<file path="config.mk">
export PLATFORM = sky130hd
export DESIGN_NAME = msc_top
export DESIGN_NICKNAME = d
export VERILOG_FILES = /design/src/common/msc_pkg.sv /design/src/hdl/msc_mode_decode.sv /design/src/hdl/msc_edge_det.sv /design/src/hdl/msc_top.sv
export SDC_FILE = /design/constraint.sdc
export NUM_CORES = 1
export LEC_CHECK = 0
export BUFFER_PORTS_ARGS = -buffer_cell sky130_fd_sc_hd__buf_2
export CORE_MARGIN = 5
export CORE_UTILIZATION = 30
export DETAILED_ROUTE_END_ITERATION = 10
export HOLD_SLACK_MARGIN = 0.03
export PLACE_DENSITY = 0.67
export SKIP_CTS_REPAIR_TIMING = 1
export SLEW_MARGIN = 20
export SYNTH_ARGS = -nofsm -noshare
export SYNTH_HDL_FRONTEND = slang
export SYNTH_HIERARCHICAL = 1
export SYNTH_SLANG_ARGS = --single-unit
</file>
<file path="constraint.sdc">
create_clock -name ref_clk_i -period 0.9 [get_ports ref_clk_i]
set_clock_uncertainty 0.05 [all_clocks]
set_input_delay 0.135 -clock ref_clk_i [delete_from_list [all_inputs] [get_ports ref_clk_i]]
set_output_delay 0.135 -clock ref_clk_i [all_outputs]
set_load 0.1 [all_outputs]
</file>
<file path="src/common/msc_pkg.sv">
// Constants shared by the mode select and system control block.
// Assumes one 100 MHz clock and a small byte-wide register port.
package msc_pkg;
    // Register port geometry
    localparam int MSC_ADDR_W = 2;
    localparam int MSC_DATA_W = 8;
    // Number of bus areas reported by the bus controller
    localparam int MSC_AREA_N = 8;
    // Register offsets (indices on the register port)
    localparam logic [1:0] MSC_OFS_MODE_MON = 2'h0;
    localparam logic [1:0] MSC_OFS_SYS_CTRL = 2'h1;
    // Mode monitor layout: bit 7 reads one, bits 6..3 read zero
    localparam logic [7:0] MSC_MON_FIXED = 8'h80;
    localparam logic [2:0] MSC_STATUS_RESET = 3'h0;
    // System control field positions
    localparam int MSC_SC_RSVD_HI = 7;
    localparam int MSC_SC_IRQ_HI = 5;
    localparam int MSC_SC_IRQ_LO = 4;
    localparam int MSC_SC_NMI_EDGE = 3;
    localparam int MSC_SC_MANUAL_RESET_PIN_EN = 2;
    localparam int MSC_SC_RAM_EN = 0;
    // Writable bits of system control; bits 6 and 1 stay zero
    localparam logic [7:0] MSC_SC_WR_MASK = 8'hbd;
    // System control value after reset: only the RAM enable set
    localparam logic [7:0] MSC_SC_RESET = 8'h01;
    // Interrupt control mode encodings
    localparam logic [1:0] MSC_IRQ_MODE0 = 2'h0;
    localparam logic [1:0] MSC_IRQ_MODE2 = 2'h2;
    // Edge select value for falling edge
    localparam logic MSC_EDGE_FALL = 1'b0;
    // Mode pin patterns
    localparam logic [2:0] MSC_MODE4 = 3'h4;
    localparam logic [2:0] MSC_MODE5 = 3'h5;
    localparam logic [2:0] MSC_MODE6 = 3'h6;
    localparam logic [2:0] MSC_MODE7 = 3'h7;
endpackage : msc_pkg

</file>
<file path="src/hdl/msc_mode_decode.sv">
// Decodes the three mode pins into ROM, bus and width strap values.
// Assumes the caller registers the outputs while reset is asserted.
`timescale 1ns/1ns
module msc_mode_decode
    import msc_pkg::*;
(
    input wire logic [2:0] mode_pins_i,
    output logic rom_en_o,
    output logic ext_mode_o,
    output logic init_16_o
);
    // Pure table lookup; patterns with the top pin low are not legal
    // straps and fall back to single-chip, the safest choice
    always_comb
    begin
        case (mode_pins_i)
            MSC_MODE4:
            begin
                rom_en_o = 1'b0;
                ext_mode_o = 1'b1;
                init_16_o = 1'b1;
            end
            MSC_MODE5:
            begin
                rom_en_o = 1'b0;
                ext_mode_o = 1'b1;
                init_16_o = 1'b0;
            end
            MSC_MODE6:
            begin
                rom_en_o = 1'b1;
                ext_mode_o = 1'b1;
                init_16_o = 1'b0;
            end
            default:
            begin
                // Single-chip: ROM on, no external space
                rom_en_o = 1'b1;
                ext_mode_o = 1'b0;
                init_16_o = 1'b0;
            end
        endcase
    end
endmodule : msc_mode_decode

</file>
<file path="src/hdl/msc_edge_det.sv">
// Edge detector with selectable polarity, one-cycle registered pulse.
// Assumes the input is already synchronous to the clock.
`timescale 1ns/1ns
module msc_edge_det
    import msc_pkg::*;
(
    input wire logic ref_clk_i,
    input wire logic reset_i,
    input wire logic sig_i,
    input wire logic rise_sel_i,
    output logic pulse_o
);
    typedef struct packed {
        logic armed;  // Set once a previous sample exists
        logic prev;   // Last sample of the input
        logic pulse;  // Registered request pulse
    } msc_edge_state_t;

    msc_edge_state_t state_ff;
    msc_edge_state_t nxt_state;

    // Compare with the last sample; the armed bit stops a false edge
    // right after reset when the previous sample is not yet known
    always_comb
    begin
        nxt_state = state_ff;
        nxt_state.armed = 1'b1;
        nxt_state.prev = sig_i;
        if (rise_sel_i == MSC_EDGE_FALL)
            nxt_state.pulse = state_ff.armed & state_ff.prev & ~sig_i;
        else
            nxt_state.pulse = state_ff.armed & ~state_ff.prev & sig_i;
    end

    // State register
    always_ff @(posedge ref_clk_i)
    begin
        if (reset_i)
            state_ff <= '0;
        else
            state_ff <= nxt_state;
    end

    assign pulse_o = state_ff.pulse;
endmodule : msc_edge_det

</file>
<file path="src/hdl/msc_top.sv">
// Mode select and system control: strap decode, mode monitor and
// system control registers, manual reset gating and NMI edge request.
// Assumes synchronous pins, a 100 MHz clock and a byte register port.
//
// Added by the designer: the address map and strobed register access.
`timescale 1ns/1ns
module msc_top
    import msc_pkg::*;
(
    input wire logic ref_clk_i,
    input wire logic reset_i,
    input wire logic [2:0] mode_pin_i,
    input wire logic manual_reset_pin_n_i,
    input wire logic nmi_pin_i,
    input wire logic [MSC_AREA_N-1:0] area_16bit_i,
    input wire logic area_cfg_wr_i,
    input wire logic [MSC_ADDR_W-1:0] addr_i,
    input wire logic [MSC_DATA_W-1:0] wdata_i,
    input wire logic wr_i,
    input wire logic rd_i,
    output logic [MSC_DATA_W-1:0] rdata_o,
    output logic rom_enable_o,
    output logic extended_mode_o,
    output logic init_bus_16bit_o,
    output logic bus_16bit_o,
    output logic [1:0] irq_ctrl_mode_o,
    output logic nmi_req_o,
    output logic manual_reset_o,
    output logic onchip_ram_enable_o,
    output logic ram_region_external_o
);
    typedef struct packed {
        logic [2:0] mode_status;  // Pin levels caught at last monitor read
        logic [7:0] sys_ctrl;     // System control storage
        logic rom_en;             // Strap: on-chip ROM usable
        logic ext_mode;           // Strap: external bus present
        logic init_16;            // Strap: initial bus width is 16
        logic cfg_seen;           // Bus controller has written area widths
        logic bus_16;             // Current external bus width is 16
        logic manual_reset_pin;               // Manual reset in force
        logic ext_ram;            // RAM region routed outside
        logic [7:0] rdata;        // Read answer, valid one cycle
    } msc_top_state_t;

    msc_top_state_t state_ff;
    msc_top_state_t nxt_state;
    logic dec_rom_en;  // Decoded straps, live from pins
    logic dec_ext_mode;
    logic dec_init_16;
    logic wr_sys;      // Write to system control
    logic rd_mon;      // Read of mode monitor
    logic rd_sys;      // Read of system control
    logic irq_bad;     // Write carries a prohibited interrupt mode

    // Strap decode of the pins; only used while reset is held
    msc_mode_decode u_decode (
        .mode_pins_i(mode_pin_i),
        .rom_en_o(dec_rom_en),
        .ext_mode_o(dec_ext_mode),
        .init_16_o(dec_init_16)
    );

    // NMI request on the edge chosen by the control register
    // The pin is taken as synchronous, so no extra stage sits here
    msc_edge_det u_nmi_edge (
        .ref_clk_i(ref_clk_i),
        .reset_i(reset_i),
        .sig_i(nmi_pin_i),
        .rise_sel_i(state_ff.sys_ctrl[MSC_SC_NMI_EDGE]),
        .pulse_o(nmi_req_o)
    );

    // Register port decode
    // Addresses 2 and 3 decode to nothing and read back zero
    assign wr_sys = wr_i && (addr_i == MSC_OFS_SYS_CTRL);
    assign rd_mon = rd_i && (addr_i == MSC_OFS_MODE_MON);
    assign rd_sys = rd_i && (addr_i == MSC_OFS_SYS_CTRL);
    assign irq_bad = wdata_i[MSC_SC_IRQ_LO];

    // Next-state logic for all control state
    always_comb
    begin
        nxt_state = state_ff;
        // Manual reset request: pin is low-active and gated by enable
        // One cycle of lag keeps the output a plain flip-flop
        nxt_state.manual_reset_pin = state_ff.sys_ctrl[MSC_SC_MANUAL_RESET_PIN_EN] & ~manual_reset_pin_n_i;
        // Read data stand for one cycle only, zero otherwise
        nxt_state.rdata = 8'h00;
        if (rd_mon)
        begin
            // Fixed bits plus pin levels; status follows the pins
            nxt_state.rdata = MSC_MON_FIXED | {5'h00, mode_pin_i};
            nxt_state.mode_status = mode_pin_i;
        end
        else if (rd_sys)
        begin
            nxt_state.rdata = state_ff.sys_ctrl & MSC_SC_WR_MASK;
        end
        // Manual reset restores control, but keeps its own enable so
        // the pin stays effective, and keeps the caught status bits
        if (state_ff.manual_reset_pin)
        begin
            nxt_state.sys_ctrl = MSC_SC_RESET;
            nxt_state.sys_ctrl[MSC_SC_MANUAL_RESET_PIN_EN] = 1'b1;
            nxt_state.cfg_seen = 1'b0;
        end
        else if (wr_sys)
        begin
            // Monitor writes land nowhere; here only writable bits
            nxt_state.sys_ctrl = wdata_i & MSC_SC_WR_MASK;
            // A prohibited interrupt mode keeps the old selection
            if (irq_bad)
            begin
                nxt_state.sys_ctrl[MSC_SC_IRQ_HI:MSC_SC_IRQ_LO] =
                    state_ff.sys_ctrl[MSC_SC_IRQ_HI:MSC_SC_IRQ_LO];
            end
        end
        // A configuration write wins over the manual reset clear
        // so the bus controller never loses a width update
        if (area_cfg_wr_i)
            nxt_state.cfg_seen = 1'b1;
        // Width follows straps until the bus controller speaks
        // Single-chip keeps the width at eight: nothing lies outside
        if (!state_ff.ext_mode)
            nxt_state.bus_16 = 1'b0;
        else if (state_ff.cfg_seen)
            nxt_state.bus_16 = |area_16bit_i;
        else
            nxt_state.bus_16 = state_ff.init_16;
        // RAM disabled hands its region to external addresses
        nxt_state.ext_ram = ~state_ff.sys_ctrl[MSC_SC_RAM_EN];
    end

    // State register; straps load only while reset is held, so a
    // pin wiggle during operation cannot change the mode
    always_ff @(posedge ref_clk_i)
    begin
        if (reset_i)
        begin
            state_ff <= '0;
            state_ff.mode_status <= MSC_STATUS_RESET;
            state_ff.sys_ctrl <= MSC_SC_RESET;
            state_ff.rom_en <= dec_rom_en;
            state_ff.ext_mode <= dec_ext_mode;
            state_ff.init_16 <= dec_init_16;
        end
        else
        begin
            state_ff <= nxt_state;
        end
    end

    // Outputs straight from flip-flops
    assign rdata_o = state_ff.rdata;
    assign rom_enable_o = state_ff.rom_en;
    assign extended_mode_o = state_ff.ext_mode;
    assign init_bus_16bit_o = state_ff.init_16;
    assign bus_16bit_o = state_ff.bus_16;
    assign irq_ctrl_mode_o = state_ff.sys_ctrl[MSC_SC_IRQ_HI:MSC_SC_IRQ_LO];
    assign manual_reset_o = state_ff.manual_reset_pin;
    assign onchip_ram_enable_o = state_ff.sys_ctrl[MSC_SC_RAM_EN];
    assign ram_region_external_o = state_ff.ext_ram;
endmodule : msc_top

</file>
# --- Word level (Yosys, flattened, before mapping) ---
# Cells that the tools add are included.
totals:
  in_bits: 28
  register_bits: 22
  word_cells: 58
  output_inout_bits: 18
op_classes:
  mux: 12
  n_reduce_logical: 14
  eq_ne: 4
  bitwise_logic: 12
ops:
  columns: ["cell", "count"]
  rows:
  - ["8-bit 2-to-1 mux", 2]
  - ["3-bit equality test (second input constant)", 3]
  - ["3-bit 2-to-1 mux", 3]
  - ["2-bit OR reduction", 4]
  - ["8-bit OR reduction", 1]
  - ["1-bit 2-to-1 mux", 7]
  - ["1-bit NOT", 7]
  - ["3-bit OR reduction", 2]
  - ["1-bit AND", 5]
  - ["2-bit nonzero test", 2]
  - ["1-bit logical AND", 3]
  - ["2-bit by 1-bit equality test with 1-bit output (second input constant)", 1]
  - ["2-bit logical NOT", 1]
  - ["2-bit AND reduction", 1]

# --- Longest topological paths before layout ---
# Gate-level depths: netlist (run 1).
depth:
  depth_word: 5
  depth_mapped: 4
  ltp_nobuf: 3

# --- Hierarchy ---
# The synthesis (run 1) kept the hierarchy.
by_module_without_submodules:
  columns: ["module", "cells_each", "n_inst", "area_per_inst_um2"]
  rows:
  - ["msc_top", 65, 1, 714.4]
  - ["msc_edge_det", 8, 1, 96.3]
  - ["msc_mode_decode", 3, 1, 30.0]

# --- Worst setup path before layout (run 1) ---
# No wires, ideal clock.
synth_timing:
  path_kind: "reg2reg"
  start: "register state_ff, in the netlist manual_reset_o"
  end: "register state_ff, in the netlist irq_ctrl_mode_o[1]"
  setup_slack_ns: -0.643
  path_stages_with_launch: 4
  required_time_ns: 0.725
  setup_time_ns: 0.125
  arrival_ns: 1.368
  cell_sequence: "dfxtp_1 > nor2_1 > o211ai_1 > o31ai_1"
synth_via:
  elab_chain_len: 1
synth_lines:
  columns: ["item", "line", "rtl"]
  rows:
  - ["start, declared", "msc_top.sv:45", "msc_top_state_t state_ff;"]
  - ["start signal, assigned", "msc_top.sv:149", "state_ff <= nxt_state;"]
  - ["2-bit OR reduction (no source line)", null, null]
# Every way passes these cells.
# A chain may end at the register's enable or synchronous reset.

# --- Worst setup path in the final report (run 1) ---
layout_timing:
  start: "register state_ff, in the netlist extended_mode_o"
  end: "output extended_mode_o"
layout_rtl:
  columns: ["item", "line", "rtl"]
  rows:
  - ["end, declared", "msc_top.sv:23", "output logic extended_mode_o,"]
# No word-level cell between the ends.

==> results of run 1 <==
-- final timing paths --
path | to | slack (ns) | cells past startpoint
max | extended_mode_o | -0.31 | 2
min | irq_ctrl_mode_o[1] | 0.05 | 3
min reg2reg | u_nmi_edge/pulse_o | 0.41 | 1
max reg2reg | state_ff[11] | -0.02 | 5
-- sequential cells by signal, summed over array words and instances (netlist names) --
register	flops
bus_16bit_o	1
irq_ctrl_mode_o	1
onchip_ram_enable_o	1
u_nmi_edge/pulse_o	1
u_nmi_edge/state_ff	2
extended_mode_o	1
ram_region_external_o	1
rom_enable_o	1
init_bus_16bit_o	1
manual_reset_o	1
rdata_o	6
state_ff	4
-- cells in the final DEF (no fill, tap or decap), types with 4 or more instances in the layout --
cell type	instances
mux2i_1	6
buf_12	15
dfxtp_1	5
nor2_1	4
dfxtp_2	10
buf_4	7
dlygate4sd3_1	6
buf_2	25
-- area by class of cell --
cell class	count	area [sq um]	share of cell area (%)
Clock buffer	3	22.5	1.55
Clock inverter	1	7.51	0.518
Inverter	3	11.3	0.777
Multi-Input combinational cell	42	324	22.3
Sequential cell	21	474	32.7
Tap cell	31	38.8	2.67
Timing Repair Buffer	56	572	39.4
-- routing by layer --
metal | track usage [%] | part of all wire (%) | wire (um)
met2 | 16.8 | 51 | 1090
met4 | 4.77 | 1.2 | 25
met5 | 0 | 0 | 0
met3 | 3.06 | 7.7 | 164
met1 | 10.7 | 40 | 841
-- power by group through the flow --
stage | Combinational (mW) | Sequential [mW] | Clock (mW)
floorplan | 0.192 | 1.15 | 0
global placement | 0.493 | 1.03 | 0
detailed placement | 0.500 | 1.04 | 0
CTS | 0.501 | 1.02 | 0.477
global route | 0.563 | 1.02 | 0.518
finish | 0.537 | 1.02 | 0.468
-- cell families (layout without fill, tap and decap cells) --
kind of cell | count (synthesis) | in the layout | synth area share (%)
buf+inv | 15 | 63 | 12.2
mux | 6 | 6 | 7.14
flops | 21 | 21 | 53.6
simple gates | 24 | 24 | 19.2
other cells | 1 | 3 | 0.446
compound gates | 9 | 9 | 7.44
-- worst max-delay path, cell delays in order (launching register included) --
cell and delay [ns]:
edfxtp_1 0.43, buf_6 0.14, buf_12 0.15
-- cells in the mapped netlist --
cell      number
dfxtp_1       18
buf_4         10
mux2i_1        6
nor2_1         5
a21oi_1        3
edfxtp_1       3
inv_1          3
nor3b_1        3
and3_1         2
nand2_1        2
nor3_1         2
nor3b_2        2
nor4_1         2
a21boi_2       1
a31oi_1        1
and2b_2        1
and3b_1        1
buf_2          1
buf_6          1
conb_1         1
nand2b_1       1
nand3b_2       1
nor2b_1        1
o211a_1        1
o211ai_1       1
o21ai_0        1
o31ai_1        1
or3b_4         1
-- metrics by stage --
| step | utilization (%) | TNS, ns |
|---|---|---|
| after global placement | 47.8 | -0.502 |
| after CTS | 48.9 | -2.83 |
| after detailed placement | 47.8 | -0.736 |
| after global routing | 53.5 | -3.19 |
| after floorplan | - | -1.50 |
| final | 53.5 | -2.43 |
==> summary.md, run 1 <==
| Metric | Value |
|---|---|
| First-pass GRT wire length | `3150 um` |
| Largest net degree at the start of global routing | `14` |
| Power Total | `2.02 mW` |
| Skew-Pair Late Insertion Delay | `0.30 ns` |
| Switching Fraction | `32.4%` |
| Worst r2r src | `manual_reset_o` |
| Area delta synth->final | `72.5%` |
| Tot GR Track Use | `9.77%` |
| Maximum vdd drop | `0.823 mV` |
| WL/cell | `13.5 um` |
| Status | `finished with violations` |
| CTS buffer count | `3` |
| NumNets Final | `155` |
| Maxcap violations | `0` |
| Syn Std Cell Area | `841 sq um` |
| Dpl ws | `-0.117 ns` |
| Mapped Avg Cell Area | `11.1 sq um` |
| Die area | `3960 sq um` |
| Type of the worst setup path | `register to primary output` |
| Io pins | `46` |
| Share of layout cells above drive strength 1 | `63.5%` |
| Site Rows | `19` |
| Hold Startpoint | `wdata_i[4]` |
| Cell taking the most area after synthesis | `dfxtp_1` |
| Syn Inst Count | `76` |
| Clock power frac | `23.1%` |
| Core area | `2710 sq um` |
| Dpl cell area | `1290 sq um` |
| Unrepaired setup endpoints after global routing | `yes` |
| Vias per inst | `4.50` |
| CTS tree | `built` |
| Crit end category | `primary output` |
| Hold Path Class | `primary input to register` |
| Fin. max-slew vios | `0` |
| Fill cells | `239` |
| Register area share after synthesis | `53.6%` |
| CP startpoint | `extended_mode_o` |
| ANT nets after route | `0` |
| CTS H-tree depth | `1` |
| Number of synthesized register bits | `21` |
| CTS max path bufs | `2` |
| N_diodes | `0` |
| 1st-iter DRT viols | `18` |
| First-pass detailed-route iteration total | `4` |
| Worst path arrival time | `1.02 ns` |
| CTS Sinks | `21` |
| Worst hold slack | `0.0544 ns` |
| DR vias | `706` |
| Initial antenna violation count | `0` |
| Logic pwr share | `26.6%` |
| Leak Pwr | `0.664 nW` |
| Initial Utilization | `31.0%` |
| DR DRC count | `0` |
| Detail Placement HPWL | `1590 um` |
| Max frequency | `827 MHz` |
| Top cells by area, synth | `dfxtp_1 43%, edfxtp_1 11%, buf_4 8.9%, mux2i_1 7.1%, nor3b_2 3.0%` |
| PortBufs | `40` |
| Worst-path clk slew | `0.12 ns` |
| Top cell type's share of synthesized area | `42.9%` |
| WL final | `2120 um` |
| Int Power | `1.37 mW` |
| Die width | `62.9 um` |
| Worst path required time | `0.71 ns` |
| Number of global-route vias before repair | `699` |
| RePlAce Congestion | `0.738` |
| Hold Violations, Final | `0` |
| Warnings from Yosys | `6` |
| PwrDens | `1390 nW/um^2` |
| Congestion Overflow GR | `0` |
| Synth cell types | `28` |
| Net switching power | `0.655 mW` |
| Cell area after layout | `1450 sq um` |
| Crit path max fanout | `2` |
| Crit path time final | `1.21 ns` |
| Clk root buf | `clkbuf_4` |
| CP Launch Type | `register` |
| Final period utilization | `134%` |
| Count of final setup violators | `18` |
| Fin cells | `157` |
| Sequential power share | `50.3%` |
| Die Ht | `62.9 um` |
| Setup WS post-layout | `-0.309 ns` |
| Failing checks | `setup timing` |
| Placed Instances | `145` |
Power figures use the tool's default switching activity.
==> run 2, diff against run 1 <==
--- a/config.mk
+++ b/config.mk
@@ -8,6 +8,7 @@
 export BUFFER_PORTS_ARGS = -buffer_cell sky130_fd_sc_hd__buf_2
 export CORE_MARGIN = 5
 export CORE_UTILIZATION = 30
+export CTS_CLUSTER_DIAMETER = 40
 export DETAILED_ROUTE_END_ITERATION = 10
 export HOLD_SLACK_MARGIN = 0.03
 export PLACE_DENSITY = 0.67
@@ -15,5 +16,4 @@
 export SLEW_MARGIN = 20
 export SYNTH_ARGS = -nofsm -noshare
 export SYNTH_HDL_FRONTEND = slang
-export SYNTH_HIERARCHICAL = 1
 export SYNTH_SLANG_ARGS = --single-unit
==> run 2 against run 1 <==
Effect of this change: core utilization fell by 3.0 points; synthesized cell count fell by 1.3%; via count down 5.4%; sequential share of layout area grew 1.9 points; count of clock-buffer cells in the layout increased by 1; the run still ends with setup timing left; area after synthesis is 1.6% lower; total power fell by 2.6%; non-clock buffer count decreased by 3; flip-flop and latch count did not move; register-to-register slack got worse by 0.09 ns; largest cell class unchanged; critical endpoint is now init_bus_16bit_o.
==> summary.md, run 2 <==
| Metric | Value |
|---|---|
| DR vias | `668` |
| Vias per inst | `4.37` |
| Tot GR Track Use | `9.87%` |
| RePlAce Congestion | `0.751` |
| CTS max path bufs | `2` |
| Worst path arrival time | `0.97 ns` |
| Fin cells | `153` |
| Syn Inst Count | `75` |
| N_diodes | `0` |
| Status | `finished with violations` |
| Die area | `3910 sq um` |
| Worst path required time | `0.71 ns` |
| Io pins | `46` |
| Top FF cell, synth | `dfxtp_1` |
| Syn Std Cell Area | `827 sq um` |
| CTS tree | `built` |
| Slowest cell on crit path | `edfxtp_1` |
| CTS buffer count | `3` |
| Area delta synth->final | `65.5%` |
| Worst path bufs/invs | `1` |
| Failing checks | `setup timing` |
| NumNets Final | `151` |
| Worst-path clk slew | `0.10 ns` |
| PwrDens | `1440 nW/um^2` |
| Crit path time final | `1.15 ns` |
| Dpl cell area | `1260 sq um` |
| Die width | `62.5 um` |
| First-pass GRT wire length | `3070 um` |
| Leak Pwr | `0.621 nW` |
| Post-synth top cells | `18 x dfxtp_1, 10 x buf_4, 6 x mux2i_1, 5 x nor2_1` |
| Top cell type's share of synthesized area | `43.6%` |
| Share of layout cells above drive strength 1 | `56.6%` |
| Site Rows | `19` |
| CTS Sinks | `21` |
| Maximum vdd drop | `1.05 mV` |
| Most common cell after layout, fill and taps aside | `buf_2` |
| Crit end category | `primary output` |
| Placed Instances | `141` |
| Type of the worst setup path | `register to primary output` |
| Detail Placement HPWL | `1560 um` |
| Number of global-route vias before repair | `701` |
| Delay-heaviest family, CP | `flip-flops` |
| CP Launch Type | `register` |
| Congestion Overflow GR | `0` |
| Initial Utilization | `30.5%` |
| WL/cell | `13.6 um` |
| Top cells by area, synth | `dfxtp_1 44%, edfxtp_1 11%, buf_4 9.1%, mux2i_1 7.3%, nor3b_1 2.7%` |
| Hold Violations, Final | `0` |
| Final period utilization | `128%` |
| Number of synthesized register bits | `21` |
| Most frequent cells in the layout | `25 x buf_2, 15 x buf_12, 10 x dfxtp_2, 8 x buf_4, 6 x mux2i_1` |
| Warnings from Yosys | `0` |
| Register area share after synthesis | `54.5%` |
| Clk root buf | `clkbuf_4` |
| Max frequency | `868 MHz` |
| Die Ht | `62.5 um` |
| Crit path max fanout | `2` |
| Mapped Avg Cell Area | `11.0 sq um` |
| CTS H-tree depth | `1` |
| Area of the multi-input gates | `283 sq um` |
| Synth cell types | `28` |
| WL final | `2090 um` |
| 1st-iter DRT viols | `12` |
| Worst-path cell chain | `buf_12` |
| PortBufs | `40` |
| Initial antenna violation count | `0` |
| Critical path depth | `1` |
| Setup WS post-layout | `-0.252 ns` |
| Hold Path Class | `primary input to register` |
| First-pass detailed-route iteration total | `4` |
| Skew-Pair Late Insertion Delay | `0.30 ns` |
| Cell area after layout | `1370 sq um` |
| DR DRC count | `0` |
| Top-count cell post-synth | `dfxtp_1` |
| Max reg flops | `6` |
| Fill cells | `253` |
| Maxcap violations | `0` |
| Reg area | `474 sq um` |
| ANT nets after route | `0` |
| Slowest Stage Delay on Critical Path | `0.46 ns` |
| Largest net degree at the start of global routing | `12` |
| Count of final setup violators | `16` |
| Fraction of registers with async set or reset after synthesis | `0%` |
| Hold Crit Depth | `3` |
| Reg2Reg Depth | `2` |
| Fin. max-slew vios | `0` |
| Cell taking the most area after synthesis | `dfxtp_1` |
| Core area | `2710 sq um` |
| Number of enable flip-flop cells after synthesis | `3` |
| Unrepaired setup endpoints after global routing | `yes` |
[run 2: cell families (layout without fill, tap and decap cells)]
| family | after synthesis | after routing | synth area share, % |
|---|---|---|---|
| AND/OR/NAND/NOR | 24 | 24 | 18.6 |
| other | 1 | 3 | 0.453 |
| flip-flops | 21 | 21 | 54.5 |
| multiplexers | 6 | 6 | 7.26 |
| buffers and inverters | 15 | 60 | 12.3 |
| AO/OA/AOI/OAI | 8 | 8 | 6.96 |
[run 2: path summary, 6_finish.rpt]
check,startpoint,to,slack [ns]
min reg2reg,onchip_ram_enable_o,ram_region_external_o,0.41
max,init_bus_16bit_o,init_bus_16bit_o,-0.25
min,wdata_i[0],onchip_ram_enable_o,0.0008
max reg2reg,init_bus_16bit_o,bus_16bit_o,-0.11
[run 2: routing by layer]
layer,wire [um],GRT usage [%],up-vias
li1,-,-,339
met3,78,3.24,4
met4,41,4.77,0
met1,775,10.6,308
met5,0,0,-
met2,1190,17.2,17
[run 2: layout make-up]
cell class	instances	area share, %
sequential	21	34.6
timing repair buffer	53	39.1
multi-input combinational	41	20.7
tap	31	2.83
inverter	3	0.823
clock buffer	4	1.92
[run 2: through the flow]
step           worst slack (ns)  setup TNS, ns  power, mW  util [%]  hold slack, ns
5_1_grt                  -0.294          -2.90       2.06      50.5          0.0273
2_1_floorplan            -0.413          -1.42       1.34         -           0.151
4_1_cts                  -0.250          -2.47       1.95      47.3         -0.0865
6_report                 -0.252          -2.26       1.97      50.5        0.000797
3_5_place_dp             -0.180         -0.460       1.52      46.4           0.240
3_3_place_gp             -0.129         -0.202       1.51      46.4           0.241
[run 2: power by group]
group | total, mW | switching [mW] | internal [mW]
combinational | 0.510 | 0.313 | 0.197
sequential | 1.02 | 0.0324 | 0.985
clock | 0.442 | 0.269 | 0.173
